`src/verilog/sfrs_regs.vh`:
```
// Constants for the stack frame restore sequencer.
`ifndef SFRS_REGS_VH
`define SFRS_REGS_VH
// Register byte offsets.
`define SFRS_OFS_CFG 5'h00
`define SFRS_OFS_STAT 5'h04
`define SFRS_OFS_MASK 5'h08
`define SFRS_OFS_CTRL 5'h0c
`define SFRS_OFS_CNT 5'h10
// Configuration word field.
`define SFRS_CFG_MULTI_BIT 23
// Status and mask bit positions.
`define SFRS_ST_DONE 0
`define SFRS_ST_ADDR 1
`define SFRS_ST_FAULT 2
`define SFRS_ST_W 3
// Control bit position and reset value.
`define SFRS_CTRL_EN 0
`define SFRS_CTRL_RST 1'h1
// Exception code for a misaligned stack pointer.
`define SFRS_EXC_ADDR 3'h4
// Word step and frame size scale.
`define SFRS_WORD 32'h0000_0004
`define SFRS_FRAME_SHIFT 3
// Load slot count and general register numbers.
`define SFRS_SLOTS 14
`define SFRS_GPR_RA 5'h1f
`define SFRS_GPR_S8 5'h1e
`define SFRS_GPR_S7 5'h17
`define SFRS_GPR_S1 5'h11
`define SFRS_GPR_S0 5'h10
`define SFRS_GPR_A3 5'h07
`endif

```
`src/verilog/sfrs_restore.v`:
```
// Restore sequencer: stack loads into registers, then stack pointer update.
// Function
// - Report support through bit 23 of the configuration word.
// - Start pointer is sp plus framesize times eight; step down 4 per load.
// - With the return-address bit, first load fills register 31.
// - Load extra count from 30 (count over six), then 23 down to 18.
// - Then register 17 if second static bit, then 16 if first.
// - Decode the 4-bit argument field into a static count of 0 to 4.
// - Load registers 7, 6, 5, 4 in order until the static count.
// - Misaligned sp with any load requested raises an address error.
// - Each load may fault in translation or on the bus.
// - Variable length; after an exception the whole sequence restarts.
//
// The implementer's own choices: register access over Avalon-MM and the register addresses.
`include "sfrs_regs.vh"
module sfrs_restore
(
	input wire mclk_i,
	input wire rstn_i,
	// Avalon-MM slave.
	input wire [4:0] avs_address_i,
	input wire avs_read_i,
	input wire avs_write_i,
	input wire [31:0] avs_writedata_i,
	output reg [31:0] avs_readdata_o,
	output wire avs_waitrequest_o,
	output wire irq_o,
	// Instruction issue.
	input wire issue_valid_i,
	output wire issue_ready_o,
	input wire ra_i,
	input wire s0_i,
	input wire s1_i,
	input wire [2:0] xsregs_i,
	input wire [3:0] aregs_i,
	input wire [7:0] framesize_i,
	input wire [31:0] sp_i,
	output wire busy_o,
	// Load path.
	output wire ld_req_o,
	output reg [31:0] ld_addr_o,
	input wire ld_ack_i,
	input wire ld_exc_i,
	input wire [2:0] ld_exc_code_i,
	input wire [31:0] ld_data_i,
	// Register file write.
	output reg gpr_we_o,
	output reg [4:0] gpr_wa_o,
	output reg [31:0] gpr_wd_o,
	// Stack pointer commit.
	output reg sp_we_o,
	output reg [31:0] sp_wd_o,
	// Exception report.
	output reg exc_o,
	output reg [2:0] exc_code_o
);

localparam ST_IDLE = 2'h0;
localparam ST_LOAD = 2'h1;
localparam ST_FIN = 2'h2;

reg [1:0] state_reg;
reg [1:0] state_next;
reg [`SFRS_SLOTS-1:0] pend_reg;
reg [31:0] ptr_reg;
reg [31:0] final_reg;
reg [2:0] astatic;
reg [`SFRS_SLOTS-1:0] pend_init;
reg [3:0] slot;
reg [`SFRS_ST_W-1:0] stat_reg;
reg [`SFRS_ST_W-1:0] mask_reg;
reg ctrl_en_reg;
reg [31:0] cnt_reg;
reg ack_reg;
reg [`SFRS_ST_W-1:0] ev;
wire take;
wire misalign;
wire acc;
wire rd_stat;
wire ld_done;
wire [31:0] top_ptr;
wire [`SFRS_SLOTS-1:0] slot_bit;

// Decode the argument field into the static register count.
always @*
begin
	case (aregs_i)
	4'h1, 4'h5, 4'h9, 4'hd: astatic = 3'h1;
	4'h2, 4'h6, 4'ha: astatic = 3'h2;
	4'h3, 4'h7: astatic = 3'h3;
	4'hb: astatic = 3'h4;
	default: astatic = 3'h0;
	endcase
end

// Build the load slots in load order; slot 0 loads first.
// The reserved argument code falls to zero statics, the safe choice.
always @*
begin
	pend_init[0] = ra_i;
	pend_init[1] = (xsregs_i > 3'h6);
	pend_init[2] = (xsregs_i > 3'h5);
	pend_init[3] = (xsregs_i > 3'h4);
	pend_init[4] = (xsregs_i > 3'h3);
	pend_init[5] = (xsregs_i > 3'h2);
	pend_init[6] = (xsregs_i > 3'h1);
	pend_init[7] = (xsregs_i > 3'h0);
	pend_init[8] = s1_i;
	pend_init[9] = s0_i;
	pend_init[10] = (astatic > 3'h0);
	pend_init[11] = (astatic > 3'h1);
	pend_init[12] = (astatic > 3'h2);
	pend_init[13] = (astatic > 3'h3);
end

// Find the first pending slot; the loop walks down so the lowest wins.
always @*
begin : pick
	integer i;
	i = 0;
	slot = 4'h0;
	for (i = `SFRS_SLOTS - 1; i >= 0; i = i - 1)
	begin
		if (pend_reg[i])
			slot = i[3:0];
	end
end

// One-hot of the chosen slot, kept at slot width so no bits are cut.
assign slot_bit = {{(`SFRS_SLOTS-1){1'b0}}, 1'b1} << slot;

// Map a load slot to the general register it fills.
function [4:0] slot_gpr;
	input [3:0] s;
	begin
		case (s)
		4'h0: slot_gpr = `SFRS_GPR_RA;
		4'h1: slot_gpr = `SFRS_GPR_S8;
		4'h8: slot_gpr = `SFRS_GPR_S1;
		4'h9: slot_gpr = `SFRS_GPR_S0;
		default:
		begin
			if (s < 4'h8)
				slot_gpr = `SFRS_GPR_S7 - {1'b0, s} + 5'h02;
			else
				slot_gpr = `SFRS_GPR_A3 - {1'b0, s} + 5'h0a;
		end
		endcase
	end
endfunction

// Top of the frame; the first load sits one word below it.
assign top_ptr = sp_i + ({24'h0, framesize_i} << `SFRS_FRAME_SHIFT);
assign take = issue_valid_i & issue_ready_o;
assign misalign = (sp_i[1:0] != 2'h0) & (pend_init != 0);
assign ld_done = (state_reg == ST_LOAD) & ld_ack_i;
assign issue_ready_o = (state_reg == ST_IDLE) & ctrl_en_reg;
assign busy_o = (state_reg != ST_IDLE);
assign ld_req_o = (state_reg == ST_LOAD);

// Sequencer state selection.
always @*
begin
	state_next = state_reg;
	case (state_reg)
	ST_IDLE:
	begin
		if (take & ~misalign)
			state_next = (pend_init != 0) ? ST_LOAD : ST_FIN;
	end
	ST_LOAD:
	begin
		if (ld_ack_i & ld_exc_i)
			state_next = ST_IDLE;
		else if (ld_ack_i && (pend_reg & ~slot_bit) == {`SFRS_SLOTS{1'b0}})
			state_next = ST_FIN;
	end
	ST_FIN: state_next = ST_IDLE;
	default: state_next = ST_IDLE;
	endcase
end

// Datapath of the sequence. A fault drops the partial work; the issue
// stage must send the instruction again, starting from the first load.
always @(posedge mclk_i or negedge rstn_i)
begin
	if (!rstn_i)
	begin
		state_reg <= ST_IDLE;
		pend_reg <= {`SFRS_SLOTS{1'b0}};
		ptr_reg <= 32'h0000_0000;
		final_reg <= 32'h0000_0000;
		ld_addr_o <= 32'h0000_0000;
		gpr_we_o <= 1'b0;
		gpr_wa_o <= 5'h00;
		gpr_wd_o <= 32'h0000_0000;
		sp_we_o <= 1'b0;
		sp_wd_o <= 32'h0000_0000;
		exc_o <= 1'b0;
		exc_code_o <= 3'h0;
	end
	else
	begin
		state_reg <= state_next;
		gpr_we_o <= 1'b0;
		sp_we_o <= 1'b0;
		exc_o <= 1'b0;
		if (take)
		begin
			// Pointer starts on the first load; the final pointer sits one word above it.
			final_reg <= top_ptr;
			ptr_reg <= top_ptr - `SFRS_WORD;
			ld_addr_o <= top_ptr - `SFRS_WORD;
			pend_reg <= pend_init;
			if (misalign)
			begin
				exc_o <= 1'b1;
				exc_code_o <= `SFRS_EXC_ADDR;
			end
		end
		else if (ld_done)
		begin
			if (ld_exc_i)
			begin
				exc_o <= 1'b1;
				exc_code_o <= ld_exc_code_i;
				pend_reg <= {`SFRS_SLOTS{1'b0}};
			end
			else
			begin
				gpr_we_o <= 1'b1;
				gpr_wa_o <= slot_gpr(slot);
				gpr_wd_o <= ld_data_i;
				pend_reg <= pend_reg & ~slot_bit;
				ptr_reg <= ptr_reg - `SFRS_WORD;
				ld_addr_o <= ptr_reg - `SFRS_WORD;
			end
		end
		else if (state_reg == ST_FIN)
		begin
			sp_we_o <= 1'b1;
			sp_wd_o <= final_reg;
		end
	end
end

// Events for the status register.
always @*
begin
	ev = {`SFRS_ST_W{1'b0}};
	ev[`SFRS_ST_DONE] = (state_reg == ST_FIN);
	ev[`SFRS_ST_ADDR] = take & misalign;
	ev[`SFRS_ST_FAULT] = ld_done & ld_exc_i;
end

// Every access waits one cycle, so read data is always registered.
assign acc = (avs_read_i | avs_write_i) & ~ack_reg;
assign avs_waitrequest_o = (avs_read_i | avs_write_i) & ~ack_reg;
assign rd_stat = avs_read_i & ack_reg & (avs_address_i == `SFRS_OFS_STAT);
assign irq_o = |(stat_reg & mask_reg);

// Register file; a status read clears, but a new event in the same
// cycle still sets its bit so no event is lost.
always @(posedge mclk_i or negedge rstn_i)
begin
	if (!rstn_i)
	begin
		ack_reg <= 1'b0;
		avs_readdata_o <= 32'h0000_0000;
		stat_reg <= {`SFRS_ST_W{1'b0}};
		mask_reg <= {`SFRS_ST_W{1'b0}};
		ctrl_en_reg <= `SFRS_CTRL_RST;
		cnt_reg <= 32'h0000_0000;
	end
	else
	begin
		ack_reg <= acc;
		// Clear only the bits the read returned; a bit set at the
		// capture edge was not seen by software yet and must stay.
		if (rd_stat)
			stat_reg <= (stat_reg & ~avs_readdata_o[`SFRS_ST_W-1:0]) | ev;
		else
			stat_reg <= stat_reg | ev;
		if (ev[`SFRS_ST_DONE])
			cnt_reg <= cnt_reg + 32'h0000_0001;
		if (acc & avs_read_i)
		begin
			case (avs_address_i)
			`SFRS_OFS_CFG: avs_readdata_o <= 32'h1 << `SFRS_CFG_MULTI_BIT;
			`SFRS_OFS_STAT: avs_readdata_o <= {29'h0, stat_reg};
			`SFRS_OFS_MASK: avs_readdata_o <= {29'h0, mask_reg};
			`SFRS_OFS_CTRL: avs_readdata_o <= {31'h0, ctrl_en_reg};
			`SFRS_OFS_CNT: avs_readdata_o <= cnt_reg;
			default: avs_readdata_o <= 32'h0000_0000;
			endcase
		end
		if (avs_write_i & ack_reg)
		begin
			if (avs_address_i == `SFRS_OFS_MASK)
				mask_reg <= avs_writedata_i[`SFRS_ST_W-1:0];
			if (avs_address_i == `SFRS_OFS_CTRL)
				ctrl_en_reg <= avs_writedata_i[`SFRS_CTRL_EN];
		end
	end
end

endmodule // sfrs_restore
```
`config.mk`:
```
export PLATFORM = sky130hd
export DESIGN_NAME = sfrs_restore
export DESIGN_NICKNAME = d
export VERILOG_FILES = /design/src/verilog/sfrs_restore.v
export VERILOG_INCLUDE_DIRS = /design/src /design/src/verilog
export SDC_FILE = /design/constraint.sdc
export NUM_CORES = 1
export LEC_CHECK = 0
export CAP_MARGIN = 20
export CORE_UTILIZATION = 58
export DETAILED_ROUTE_END_ITERATION = 8
export DONT_BUFFER_PORTS = 1
export GPL_ROUTABILITY_DRIVEN = 1
export PLACE_DENSITY_LB_ADDON = 0.05
export SKIP_LAST_GASP = 1
export SLEW_MARGIN = 10
export SYNTH_ARGS = -nofsm -noshare
export SYNTH_HDL_FRONTEND = slang
export SYNTH_SLANG_ARGS = --single-unit
```
`constraint.sdc`:
```
create_clock -name mclk_i -period 4.2 [get_ports mclk_i]
set_input_delay 0.84 -clock mclk_i [delete_from_list [all_inputs] [get_ports mclk_i]]
set_output_delay 0.84 -clock mclk_i [all_outputs]
set_load 0.1 [all_outputs]
```
# Yosys cells after proc, flatten, opt, wreduce, memory -nomap -nowiden

Memory sizes are Yosys's and may differ from the RTL's.
Cells that the tools add are included.
W data, S select, Z words.

Flip-flop bits (word level): 227
Bits in latches: 0
RAM bits: 0
Bits in read-only memories: 48
Output and inout port bits: 144
Logic and storage cells: 139
Memories: 1

Memory list:

| name            | words | bits a word | rd ports | clocked after Yosys merged registers in | write ports | RTL line          | source |
|---|---|---|---|---|---|---|---|
| (no name shown) | 16    | 3           | 1        | 0                                       | 0           | sfrs_restore.v:87 | `case (aregs_i)` |

Add/subtract/negate cells: 8
Multiply operators: 0
Divide/modulo/power cells: 0
$lt $le $gt $ge: 12
Eq/ne operators: 13
Shift-type cells: 1
Multiplexer cells: 43
Bitwise operators: 26
Reduce and logical (&&, ||, !) cells: 18

Operators by type and width:

| operator                | number |
|---|---|
| $pmux W32 S5            | 1 |
| $mux W32                | 3 |
| $sub A32 B3 Y32 const B | 2 |
| $mux W4                 | 14 |
| $mux W14                | 3 |
| $add A32 B1 Y32 const B | 1 |
| $add A32 B11 Y32        | 1 |
| $pmux W5 S4             | 1 |
| $mux W3                 | 5 |
| $and A14 B14 Y14        | 1 |
| $logic_not A14 Y1       | 1 |
| $not A14 Y14            | 1 |
| $reduce_bool A14 Y1     | 1 |
| $shl A1 B4 Y14 const A  | 1 |
| $and A1 B1 Y1           | 13 |
| $gt A3 B1 Y1 const B    | 4 |
| $gt A3 B2 Y1 const B    | 4 |
| $eq A5 B4 Y1 const B    | 2 |
| $mux W1                 | 10 |
| $gt A3 B3 Y1 const B    | 3 |
| $reduce_and A3 Y1       | 3 |
| $eq A4 B4 Y1 const B    | 2 |
| $mux W2                 | 4 |
| $reduce_and A2 Y1       | 4 |
| other kinds (25)        | 36 |

# Longest topological paths before layout

Gate-level depths: netlist (run 1).

Depth in word-level cells: 22
Gate-level depth with buffers: 19

# Worst setup path before layout (run 1)

Ideal clock, no wire load.

Kind: in2reg
From: input port issue_valid_i
To: register ptr_reg[30]
Setup time: 125 ps
Data arrival time: 4,685 ps
Data required time: 4,075 ps
Path slack: -609 ps
Cell stages on the path: 19
Buffers on the path: 7
Path through: and4bb_4 -> buf_6 -> clkbuf_1 -> buf_1 -> clkbuf_1 -> buf_1 -> clkbuf_1 -> nand2_1 -> a21boi_0 -> ha_1 -> o21ai_1 -> nand2b_1 -> or4b_1 -> buf_2 -> nor4_4 -> nand3_2 -> nor4_1 -> xor2_1 -> mux2_2

Longest elaborated chain between the ends: 3

RTL lines:

| element                                                             | RTL line           | source |
|---|---|---|
| start, declared                                                     | sfrs_restore.v:29  | `input wire issue_valid_i,` |
| $and A1 B1 Y1 (*)                                                   | sfrs_restore.v:154 | `assign take = issue_valid_i & issue_ready_o;` |
| $ne A2 B1 Y1 (no source line) or $reduce_bool A2 Y1 (tied branches) | --                 |  |
| $reduce_and A2 Y1 (no source line)                                  | --                 |  |
| end signal, assigned                                                | sfrs_restore.v:212 | `` ptr_reg <= top_ptr - `SFRS_WORD; `` |
| end signal, assigned                                                | sfrs_restore.v:235 | `` ptr_reg <= ptr_reg - `SFRS_WORD; `` |
| end, declared                                                       | sfrs_restore.v:65  | `reg [31:0] ptr_reg;` |

Every way passes the cells marked *; elsewhere a longest branch is shown, timed or not.
A chain may end at the register's enable or synchronous reset.

# Worst setup path in the final report (run 1)

From: input port framesize_i[0]
To: register ptr_reg[30]

Longest elaborated chain between the ends: 3

RTL lines:

| element                          | RTL line           | source |
|---|---|---|
| start, declared                  | sfrs_restore.v:36  | `input wire [7:0] framesize_i,` |
| $add A32 B11 Y32                 | sfrs_restore.v:153 | `` assign top_ptr = sp_i + ({24'h0, framesize_i} << `SFRS_FRAME_SHIFT); `` |
| $sub A32 B3 Y32 (no source line) | --                 |  |
| $mux W32                         | sfrs_restore.v:208 | `if (take)` |

No other way between the ends.

==> metrics.yaml, run 1 <==
clock_network:
  cts_setup_buffers: 0
  clock_latency_ns: 0.52
  clockRootBuffer: "clkbuf_16"
  htree_levels: 1
  clock_sinks: 227
  cts_made_buffers: 25
  clk_pin_slew_worst_paths_ns: 0.06
  cts_tree: "done"
  clockBufferDepth: 3
  cts_resized: 0
floorplanning:
  core-area_um2: 19500
  start_util: 0.595
  io_pins: 273
  dieArea_um2: 20600
  die_x_um: 144
  rows: 51
  die_h_um: 144
critical_path:
  worstSetupPathType: "in2reg"
  end_kind: "flop"
  cp_max_fo: 5
  worstSetupStartpointType: "input port"
  slowest_stage: "or4b_1"
  critPathRequiredTime_ns: 4.60
  path_cells: "ha_1 -> inv_1 -> fa_1 -> nand2b_1 -> a21oi_1 -> xor2_1 -> o32ai_2 -> or4b_1 -> nor4_4 -> nand3_2 -> buf_4 -> nor4_2 -> xor2_1 -> mux2_2"
  crit_top_cell: "xor2_1"
  worst_ep_arrival_time_ns: 4.16
  cpPeakStageDelay_ns: 0.54
yosys:
  syn_inst: 1248
  synth_top_area_share: 0.486
  synth_cell_types: 86
  syn-num-nets: 1389
  synth.avg_cell_area_um2: 9.32
  ys_warn_count: 0
  synth.most_common_cell: "nand2_1"
  synth_seq_cells: 227
  async_reset_ff_frac: 1.00
  syn_area_um2: 11600
  synth_area_leader_cell: "dfrtp_1"
  yosysSeqAreaShare: 0.489
  ys_top_cells_by_area: "dfrtp_1, nand2_1, xnor2_1, mux2_2, o21ai_0"
  yosys-top-cells-count: "nand2_1, dfrtp_1, o21ai_0, nor2_1, xnor2_1"
  synth-edff-count: 0
  synthFlopType: "dfrtp_1"
routing:
  vias: 9261
  wl_mm: 28.4
  initialDrtViolationCount: 468
  routedWlPerCell_um: 18.1
  ant_nets: 0
  dr.pass1.iters: 7
  drc_errors: 0
  routed_via_density: 5.90
global_route:
  grt-ovfl-total: 0
  grt_pass1_vias: 8908
  antenna_found_initial: 0
  grt_pass1_wl_mm: 45.2
  grt_max_degree: 226
  track_usage: 0.277
timing:
  final.period_utilization: 0.895
  setup_viol: 0
  slew_headroom: 0.275
  grt_setup_unrepaired: "false"
  timing.hold.ws_ns: 0.0246
  slew_viol_final: 0
  fin_worst_skew_ns: 0.0108
  tightest_slew_ns: 1.09
  hold_violations: 0
  period_needed_ns: 3.76
  fmax_mhz: 266
worst_hold_path:
  hold_class: "in2async"
cells_and_area:
  area_growth_pct: 13.1
  n_fill_cell: 1576
  antenna_cells: 0
  regArea_um2: 5680
  drive_above_1_share: 0.136
  finish.instance_area_um2: 13100
  multi_input_area_um2: 5710
  nNetsFinal: 1430
  fin_util: 0.673
job:
  cap_violations: 0
place:
  placed_area_um2: 12300
  place.gp.congestion: 0.928
  numPortBuffers: 0
  hpwlAfterDp_mm: 20.0
pwr:
  power_density_nw_per_um2: 701
  irDropWorstVdd_v: 0.000486
  p_leak_nw: 5.92
outcome:
  status: "complete, no violations"
-- layout by cell type (no fill, tap or decap), types with 13 or more instances in the layout --
master,instances
and3_1,15
a31oi_1,14
buf_4,63
o21ai_0,85
a21oi_1,51
and2_1,14
mux2_2,38
nand2b_1,13
clkbuf_16,25
nor2_1,79
nand4_1,17
xor2_1,26
xnor2_1,59
nor3_1,32
inv_1,16
dfrtp_1,226
a21o_1,14
nand2_1,276
nand3_1,29
-- cell type report --
type | instances | area share
flip-flops and latches | 227 | 0.432
clock inverters | 9 | 0.00838
well taps | 265 | 0.0252
inverters | 18 | 0.00514
clock buffers | 34 | 0.0547
multi-input cells | 950 | 0.434
repair buffers | 67 | 0.0402
-- layer usage --
layer | track usage | part of all wire
met4 | 0.0851 | 0.024
met5 | 0 | 0
met1 | 0.371 | 0.44
met2 | 0.448 | 0.46
met3 | 0.0633 | 0.073
-- through the flow --
stage	total power [mW]	cells	setup slack (ns)	setup TNS, ns
global route	9.63	1570	0.226	0
CTS	9.26	1568	0.496	0
finish	9.22	1570	0.440	0
global placement	7.00	1524	0.0194	0
floorplan	6.47	1248	-0.320	-0.852
detailed placement	7.06	1524	-0.0265	-0.0412
-- power breakdown --
part	internal, mW	switching, mW
sequential	2.66	2.26
clock	1.32	0.849
combinational	0.747	1.38
total	4.73	4.48
-- path summary, 6_finish.rpt --
path,slack [ns],depth (start not counted),to,start
setup / recovery,0.44,14,ptr_reg[30]$_DFFE_PN0P_,framesize_i[0]
hold / removal,0.02,0,pend_reg[11]$_DFFE_PN0P_,rstn_i
setup reg to reg,0.64,12,ptr_reg[30]$_DFFE_PN0P_,ctrl_en_reg$_DFFE_PN1P_
hold reg to reg,0.47,2,final_reg[0]$_DFFE_PN0P_,final_reg[0]$_DFFE_PN0P_
max in group asynchronous,3.19,1,pend_reg[13]$_DFFE_PN0P_,rstn_i
min in group mclk_i,0.42,2,gpr_wd_o[22]$_DFFE_PN0P_,ld_data_i[22]
-- logic make-up after synthesis --
family	Yosys count	share of synthesized area
and+or+nand+nor	547	0.221
muxes	50	0.0472
AOI/OAI and AO/OA	256	0.141
DFF	227	0.489
adders and majority gates	12	0.0136
xor gates and xnor gates	85	0.0640
buffers and inverters	71	0.0244
-- critical path, delay by kind of cell --
| family | cells | cell delay (ns) |
|---|---|---|
| multiplexers | 1 | 0.30 |
| XOR/XNOR | 2 | 0.22 |
| buffers and inverters | 2 | 0.25 |
| AND/OR/NAND/NOR | 5 | 1.48 |
| AO/OA/AOI/OAI | 2 | 0.49 |
| adder cells (fa/ha/maj) | 2 | 0.58 |
-- repair_timing --
item	in CTS	in global routing
hold buffers	1	1
endpoints found under the setup margin	0	0
endpoints found under the hold margin	3	10
No activity file was read; power rests on OpenSTA's default activity.
==> run 2, diff against run 1 <==
--- a/config.mk
+++ b/config.mk
@@ -7,7 +7,9 @@
 export NUM_CORES = 1
 export LEC_CHECK = 0
 export CAP_MARGIN = 20
-export CORE_UTILIZATION = 58
+export CELL_PAD_IN_SITES_DETAIL_PLACEMENT = 0
+export CELL_PAD_IN_SITES_GLOBAL_PLACEMENT = 1
+export CORE_UTILIZATION = 43
 export DETAILED_ROUTE_END_ITERATION = 8
 export DONT_BUFFER_PORTS = 1
 export GPL_ROUTABILITY_DRIVEN = 1
==> run 2 against run 1 <==
Compared with the run above:
- the run now ends with design-rule violations left
- flip-flop and latch count is the same
- global-route usage shrank 5.3 points
- sequential power is essentially flat
- largest cell class unchanged
- fmax shrank 0.13%
- clock power grew 9%
- hold slack gained 0.0048 ns
- first-iteration DRC count grew 46%
- wire length grew 11%
- cell count grew 5.2%
- setup slack lost 0.0048 ns
==> metrics.yaml, run 2 (synthesized netlist as in run 1, its figures left out) <==
timing:
  setup_viol: 0
  hold_violations: 0
  final.period_utilization: 0.896
  grt_setup_unrepaired: "false"
  fin_worst_skew_ns: 0.0162
  timing.hold.ws_ns: 0.0294
  tightest_slew_ns: 1.09
  slew_headroom: 0.273
  fmax_mhz: 266
  period_needed_ns: 3.77
  slew_viol_final: 0
floorplanning:
  die_h_um: 166
  die_x_um: 166
  core-area_um2: 26300
  rows: 59
  io_pins: 273
  start_util: 0.442
  dieArea_um2: 27700
place:
  place.gp.congestion: 0.856
  dp_cells: 1600
  numPortBuffers: 0
  hpwlAfterDp_mm: 21.5
routing:
  initialDrtViolationCount: 684
  routedWlPerCell_um: 19.0
  ant_nets: 0
  wl_mm: 31.5
  drc_errors: 14
  vias: 9122
  routed_via_density: 5.52
  dr.pass1.iters: 9
critical_path:
  end_kind: "flop"
  worstSetupPathType: "in2reg"
  critPathRequiredTime_ns: 4.66
  worstSetupStartpointType: "input port"
  worst_ep_arrival_time_ns: 4.22
  cp_max_fo: 6
outcome:
  violations: "design-rule violations"
  status: "complete, but fails checks"
worst_hold_path:
  hold_class: "in2async"
pwr:
  clkPwrFrac: 0.248
  share_seq_of_total_power: 0.519
  p_leak_nw: 6.00
  irDropWorstVdd_v: 0.000502
  power_density_nw_per_um2: 708
  power_frac_comb: 0.232
  p_sw_mw: 4.60
  internal_power_mw: 4.88
  p_sw_frac: 0.485
cells_and_area:
  final_cells: 1652
  final_common_cell: "nand2_1"
  nNetsFinal: 1440
  antenna_cells: 0
  n_fill_cell: 2490
  layout_common_cells: "nand2_1, dfrtp_1, o21ai_0"
  area_growth_pct: 15.2
  fin_util: 0.510
  drive_above_1_share: 0.143
clock_network:
  cts_made_buffers: 27
  clock_latency_ns: 0.54
  cts_resized: 0
  clockBufferDepth: 3
  clock_sinks: 227
  cts_setup_buffers: 0
  clk_pin_slew_worst_paths_ns: 0.06
  cts_tree: "done"
  htree_levels: 1
  clockRootBuffer: "clkbuf_16"
global_route:
  grt-ovfl-total: 0
  track_usage: 0.224
  grt_pass1_vias: 9179
  antenna_found_initial: 0
  grt_pass1_wl_mm: 50.5
  grt_max_degree: 228
job:
  cap_violations: 0
[run 2: worst max-delay path: stages]
cell	delay [ns]
ha_1	0.19
inv_1	0.07
fa_1	0.39
nand2b_1	0.18
buf_4	0.14
a21boi_1	0.32
o211ai_1	0.20
xnor2_1	0.16
a211o_1	0.36
buf_4	0.16
nor4_2	0.25
buf_4	0.18
and4bb_2	0.33
nand3_1	0.11
xor2_1	0.18
mux2i_1	0.16
[run 2: area by class of cell]
cell class	instances	area, um2	share of cell area
clock buffers	39	801	0.0598
clock inverters	8	100	0.00747
inverters	18	67.6	0.00504
multi-input cells	950	5710	0.426
flip-flops and latches	227	5680	0.424
well taps	335	419	0.0313
repair buffers	75	623	0.0465
[run 2: path summary, 6_finish.rpt]
check                                          from                  endpoint  slack (ns)  cells after the start
min in group mclk_i                   ld_data_i[28]  gpr_wd_o[28]$_DFFE_PN0P_        0.41                      2
hold / removal                               rstn_i   ptr_reg[27]$_DFFE_PN0P_        0.03                      0
max in group asynchronous                    rstn_i    cnt_reg[3]$_DFFE_PN0P_        3.10                      1
setup reg to reg           state_reg[0]$_DFFE_PN0P_   ptr_reg[28]$_DFFE_PN0P_        0.58                     13
hold reg to reg            final_reg[0]$_DFFE_PN0P_  final_reg[0]$_DFFE_PN0P_        0.47                      2
setup / recovery                     framesize_i[0]   ptr_reg[31]$_DFFE_PN0P_        0.43                     16
[run 2: layer usage]
| metal | GRT usage | vias to the layer above | part of all wire |
|---|---|---|---|
| li1 | - | 4468 | - |
| met5 | 0 | - | 0 |
| met2 | 0.359 | 220 | 0.46 |
| met1 | 0.313 | 4399 | 0.46 |
| met4 | 0.0399 | 0 | 0.014 |
| met3 | 0.0535 | 35 | 0.066 |
[run 2: power by group through the flow]
stage | Clock, mW | Combinational [mW] | Sequential (mW)
6_report | 2.36 | 2.20 | 4.92
5_1_grt | 2.50 | 2.43 | 5.00
4_1_cts | 2.42 | 2.17 | 4.93
3_5_place_dp | 0 | 2.17 | 4.97
3_3_place_gp | 0 | 2.14 | 4.96
2_1_floorplan | 0 | 1.28 | 5.19
[run 2: metrics by stage]
step                      power (mW)  cell area [um2]  setup TNS, ns  setup WS (ns)
after floorplan                 6.47            11700         -0.852         -0.320
after global placement          7.11            12400         -0.120        -0.0547
after detailed placement        7.13            12400         -0.160        -0.0566
after CTS                       9.53            13300              0          0.455
after global routing            9.93            13400              0          0.186
final                           9.48            13400              0          0.435
==> run 3, diff against run 2 <==
--- a/config.mk
+++ b/config.mk
@@ -9,7 +9,8 @@
 export CAP_MARGIN = 20
 export CELL_PAD_IN_SITES_DETAIL_PLACEMENT = 0
 export CELL_PAD_IN_SITES_GLOBAL_PLACEMENT = 1
-export CORE_UTILIZATION = 43
+export CORE_UTILIZATION = 52
+export CTS_CLUSTER_SIZE = 16
 export DETAILED_ROUTE_END_ITERATION = 8
 export DONT_BUFFER_PORTS = 1
 export GPL_ROUTABILITY_DRIVEN = 1
==> constraint.sdc (replaced) <==
create_clock -name mclk_i -period 4.75 [get_ports mclk_i]
set_input_delay 0.95 -clock mclk_i [delete_from_list [all_inputs] [get_ports mclk_i]]
set_output_delay 0.95 -clock mclk_i [all_outputs]
set_load 0.1 [all_outputs]
==> run 3 against run 2 <==
Compared with the run above:
- the run now ends clean
- sequential power decreased by 6.1%
- design area decreased by 3.8%
- first-iteration DRC count fell by 39%
- highest routed layer unchanged
- combinational power is 31% lower
- setup slack better by 0.31 ns
- power shrank 14%
- hold slack improved by 0.090 ns
- core utilization increased by 7.9 points
- via count is 1.8% lower
==> metrics.yaml, run 3 (synthesized netlist as in run 1, its figures left out) <==
outcome:
  status: "complete, no violations"
cells_and_area:
  nNetsFinal: 1392
  antenna_cells: 0
  layout_common_cells: "nand2_1, dfrtp_1, o21ai_0"
  drive_above_1_share: 0.111
  area_growth_pct: 10.9
  n_fill_cell: 1949
  final_common_cell: "nand2_1"
  finish.instance_area_um2: 12900
timing:
  setup_viol: 0
  final.period_utilization: 0.844
  fin_worst_skew_ns: 0.0111
  slew_headroom: 0.277
  slew_viol_final: 0
  period_needed_ns: 4.01
  grt_setup_unrepaired: "false"
  fmax_mhz: 250
  hold_violations: 0
  tightest_slew_ns: 1.08
  setup-tns-final_ns: 0
routing:
  wl_mm: 29.1
  initialDrtViolationCount: 414
  routedWlPerCell_um: 18.8
  dr.pass1.iters: 5
  ant_nets: 0
  drc_errors: 0
  vias: 8954
  routed_via_density: 5.78
global_route:
  antenna_found_initial: 0
  grt_max_degree: 228
  grt_pass1_vias: 8563
  grt-ovfl-total: 0
  track_usage: 0.249
  grt_pass1_wl_mm: 45.3
clock_network:
  cts_setup_buffers: 0
  cts_made_buffers: 26
  clockBufferDepth: 3
  clockRootBuffer: "clkbuf_16"
  clock_latency_ns: 0.53
  clock_sinks: 227
  clk_pin_slew_worst_paths_ns: 0.06
  cts_resized: 0
  htree_levels: 1
  cts_tree: "done"
  hold_buffers: 0
place:
  placed_area_um2: 12000
  numPortBuffers: 0
  place.gp.congestion: 0.874
  hpwlAfterDp_mm: 20.3
floorplanning:
  die_h_um: 152
  rows: 54
  io_pins: 273
  core-area_um2: 21900
  start_util: 0.531
  dieArea_um2: 23000
  die_x_um: 152
critical_path:
  worstSetupPathType: "in2reg"
  worst_ep_arrival_time_ns: 4.45
  worstSetupStartpointType: "input port"
  cp_max_fo: 6
  critPathRequiredTime_ns: 5.20
  end_kind: "flop"
worst_hold_path:
  hold_class: "in2async"
job:
  cap_violations: 0
pwr:
  p_leak_nw: 5.73
  irDropWorstVdd_v: 0.000364
  power_density_nw_per_um2: 630
-- run 3: area by class of cell --
type,instances,area [um2],share of cell area
multi-input combinational,950,5700,0.442
sequential,227,5680,0.441
clock buffer,38,776,0.0602
tap,280,350,0.0272
timing repair buffer,28,230,0.0179
clock inverter,8,85.1,0.00660
inverter,18,67.6,0.00524
-- run 3: critical path, cell delays in order --
cell	delay [ns]
ha_1	0.21
inv_1	0.07
fa_1	0.39
nand2b_1	0.19
a21boi_1	0.38
o21ai_1	0.21
o31ai_1	0.34
a21oi_1	0.17
a2111oi_2	0.42
nand3_2	0.25
or4_1	0.53
xor2_1	0.16
a21oi_1	0.17
-- run 3: power breakdown --
group / total [mW] / leakage [nW] / internal [mW] / switching, mW
logic: 1.52 / 2.33 / 0.590 / 0.932
clock network: 1.98 / 0.420 / 1.18 / 0.795
registers: 4.62 / 2.98 / 2.35 / 2.27
-- run 3: layer usage --
| metal | global-route usage | up-vias | wire, um |
|---|---|---|---|
| met3 | 0.0545 | 24 | 1950 |
| met5 | 0 | - | 0 |
| met2 | 0.408 | 245 | 13800 |
| li1 | - | 4372 | - |
| met1 | 0.341 | 4313 | 13100 |
| met4 | 0.0515 | 0 | 292 |
-- run 3: worst paths after layout --
kind / start / end / slack (ns) / cells after the start
max: framesize_i[0] / ptr_reg[22]$_DFFE_PN0P_ / 0.74 / 13
min: rstn_i / gpr_wa_o[3]$_DFFE_PN0P_ / 0.12 / 0
max reg2reg: ctrl_en_reg$_DFFE_PN1P_ / ptr_reg[22]$_DFFE_PN0P_ / 1.01 / 11
min reg2reg: final_reg[1]$_DFFE_PN0P_ / final_reg[1]$_DFFE_PN0P_ / 0.47 / 2
max in group asynchronous: rstn_i / final_reg[9]$_DFFE_PN0P_ / 4.13 / 0
min in group mclk_i: final_reg[1]$_DFFE_PN0P_ / final_reg[1]$_DFFE_PN0P_ / 0.47 / 2
-- run 3: metrics by stage --
step	utilization	worst slack (ns)	power, mW	hold WS (ns)	cells
3_3_place_gp	0.549	0.252	6.14	0.455	1502
3_5_place_dp	0.549	0.231	6.17	0.460	1502
6_report	0.589	0.742	8.12	0.119	1549
5_1_grt	0.589	0.387	8.49	0.0993	1549
4_1_cts	0.588	0.748	8.17	0.105	1548
2_1_floorplan	-	0.00571	5.72	0.440	1248
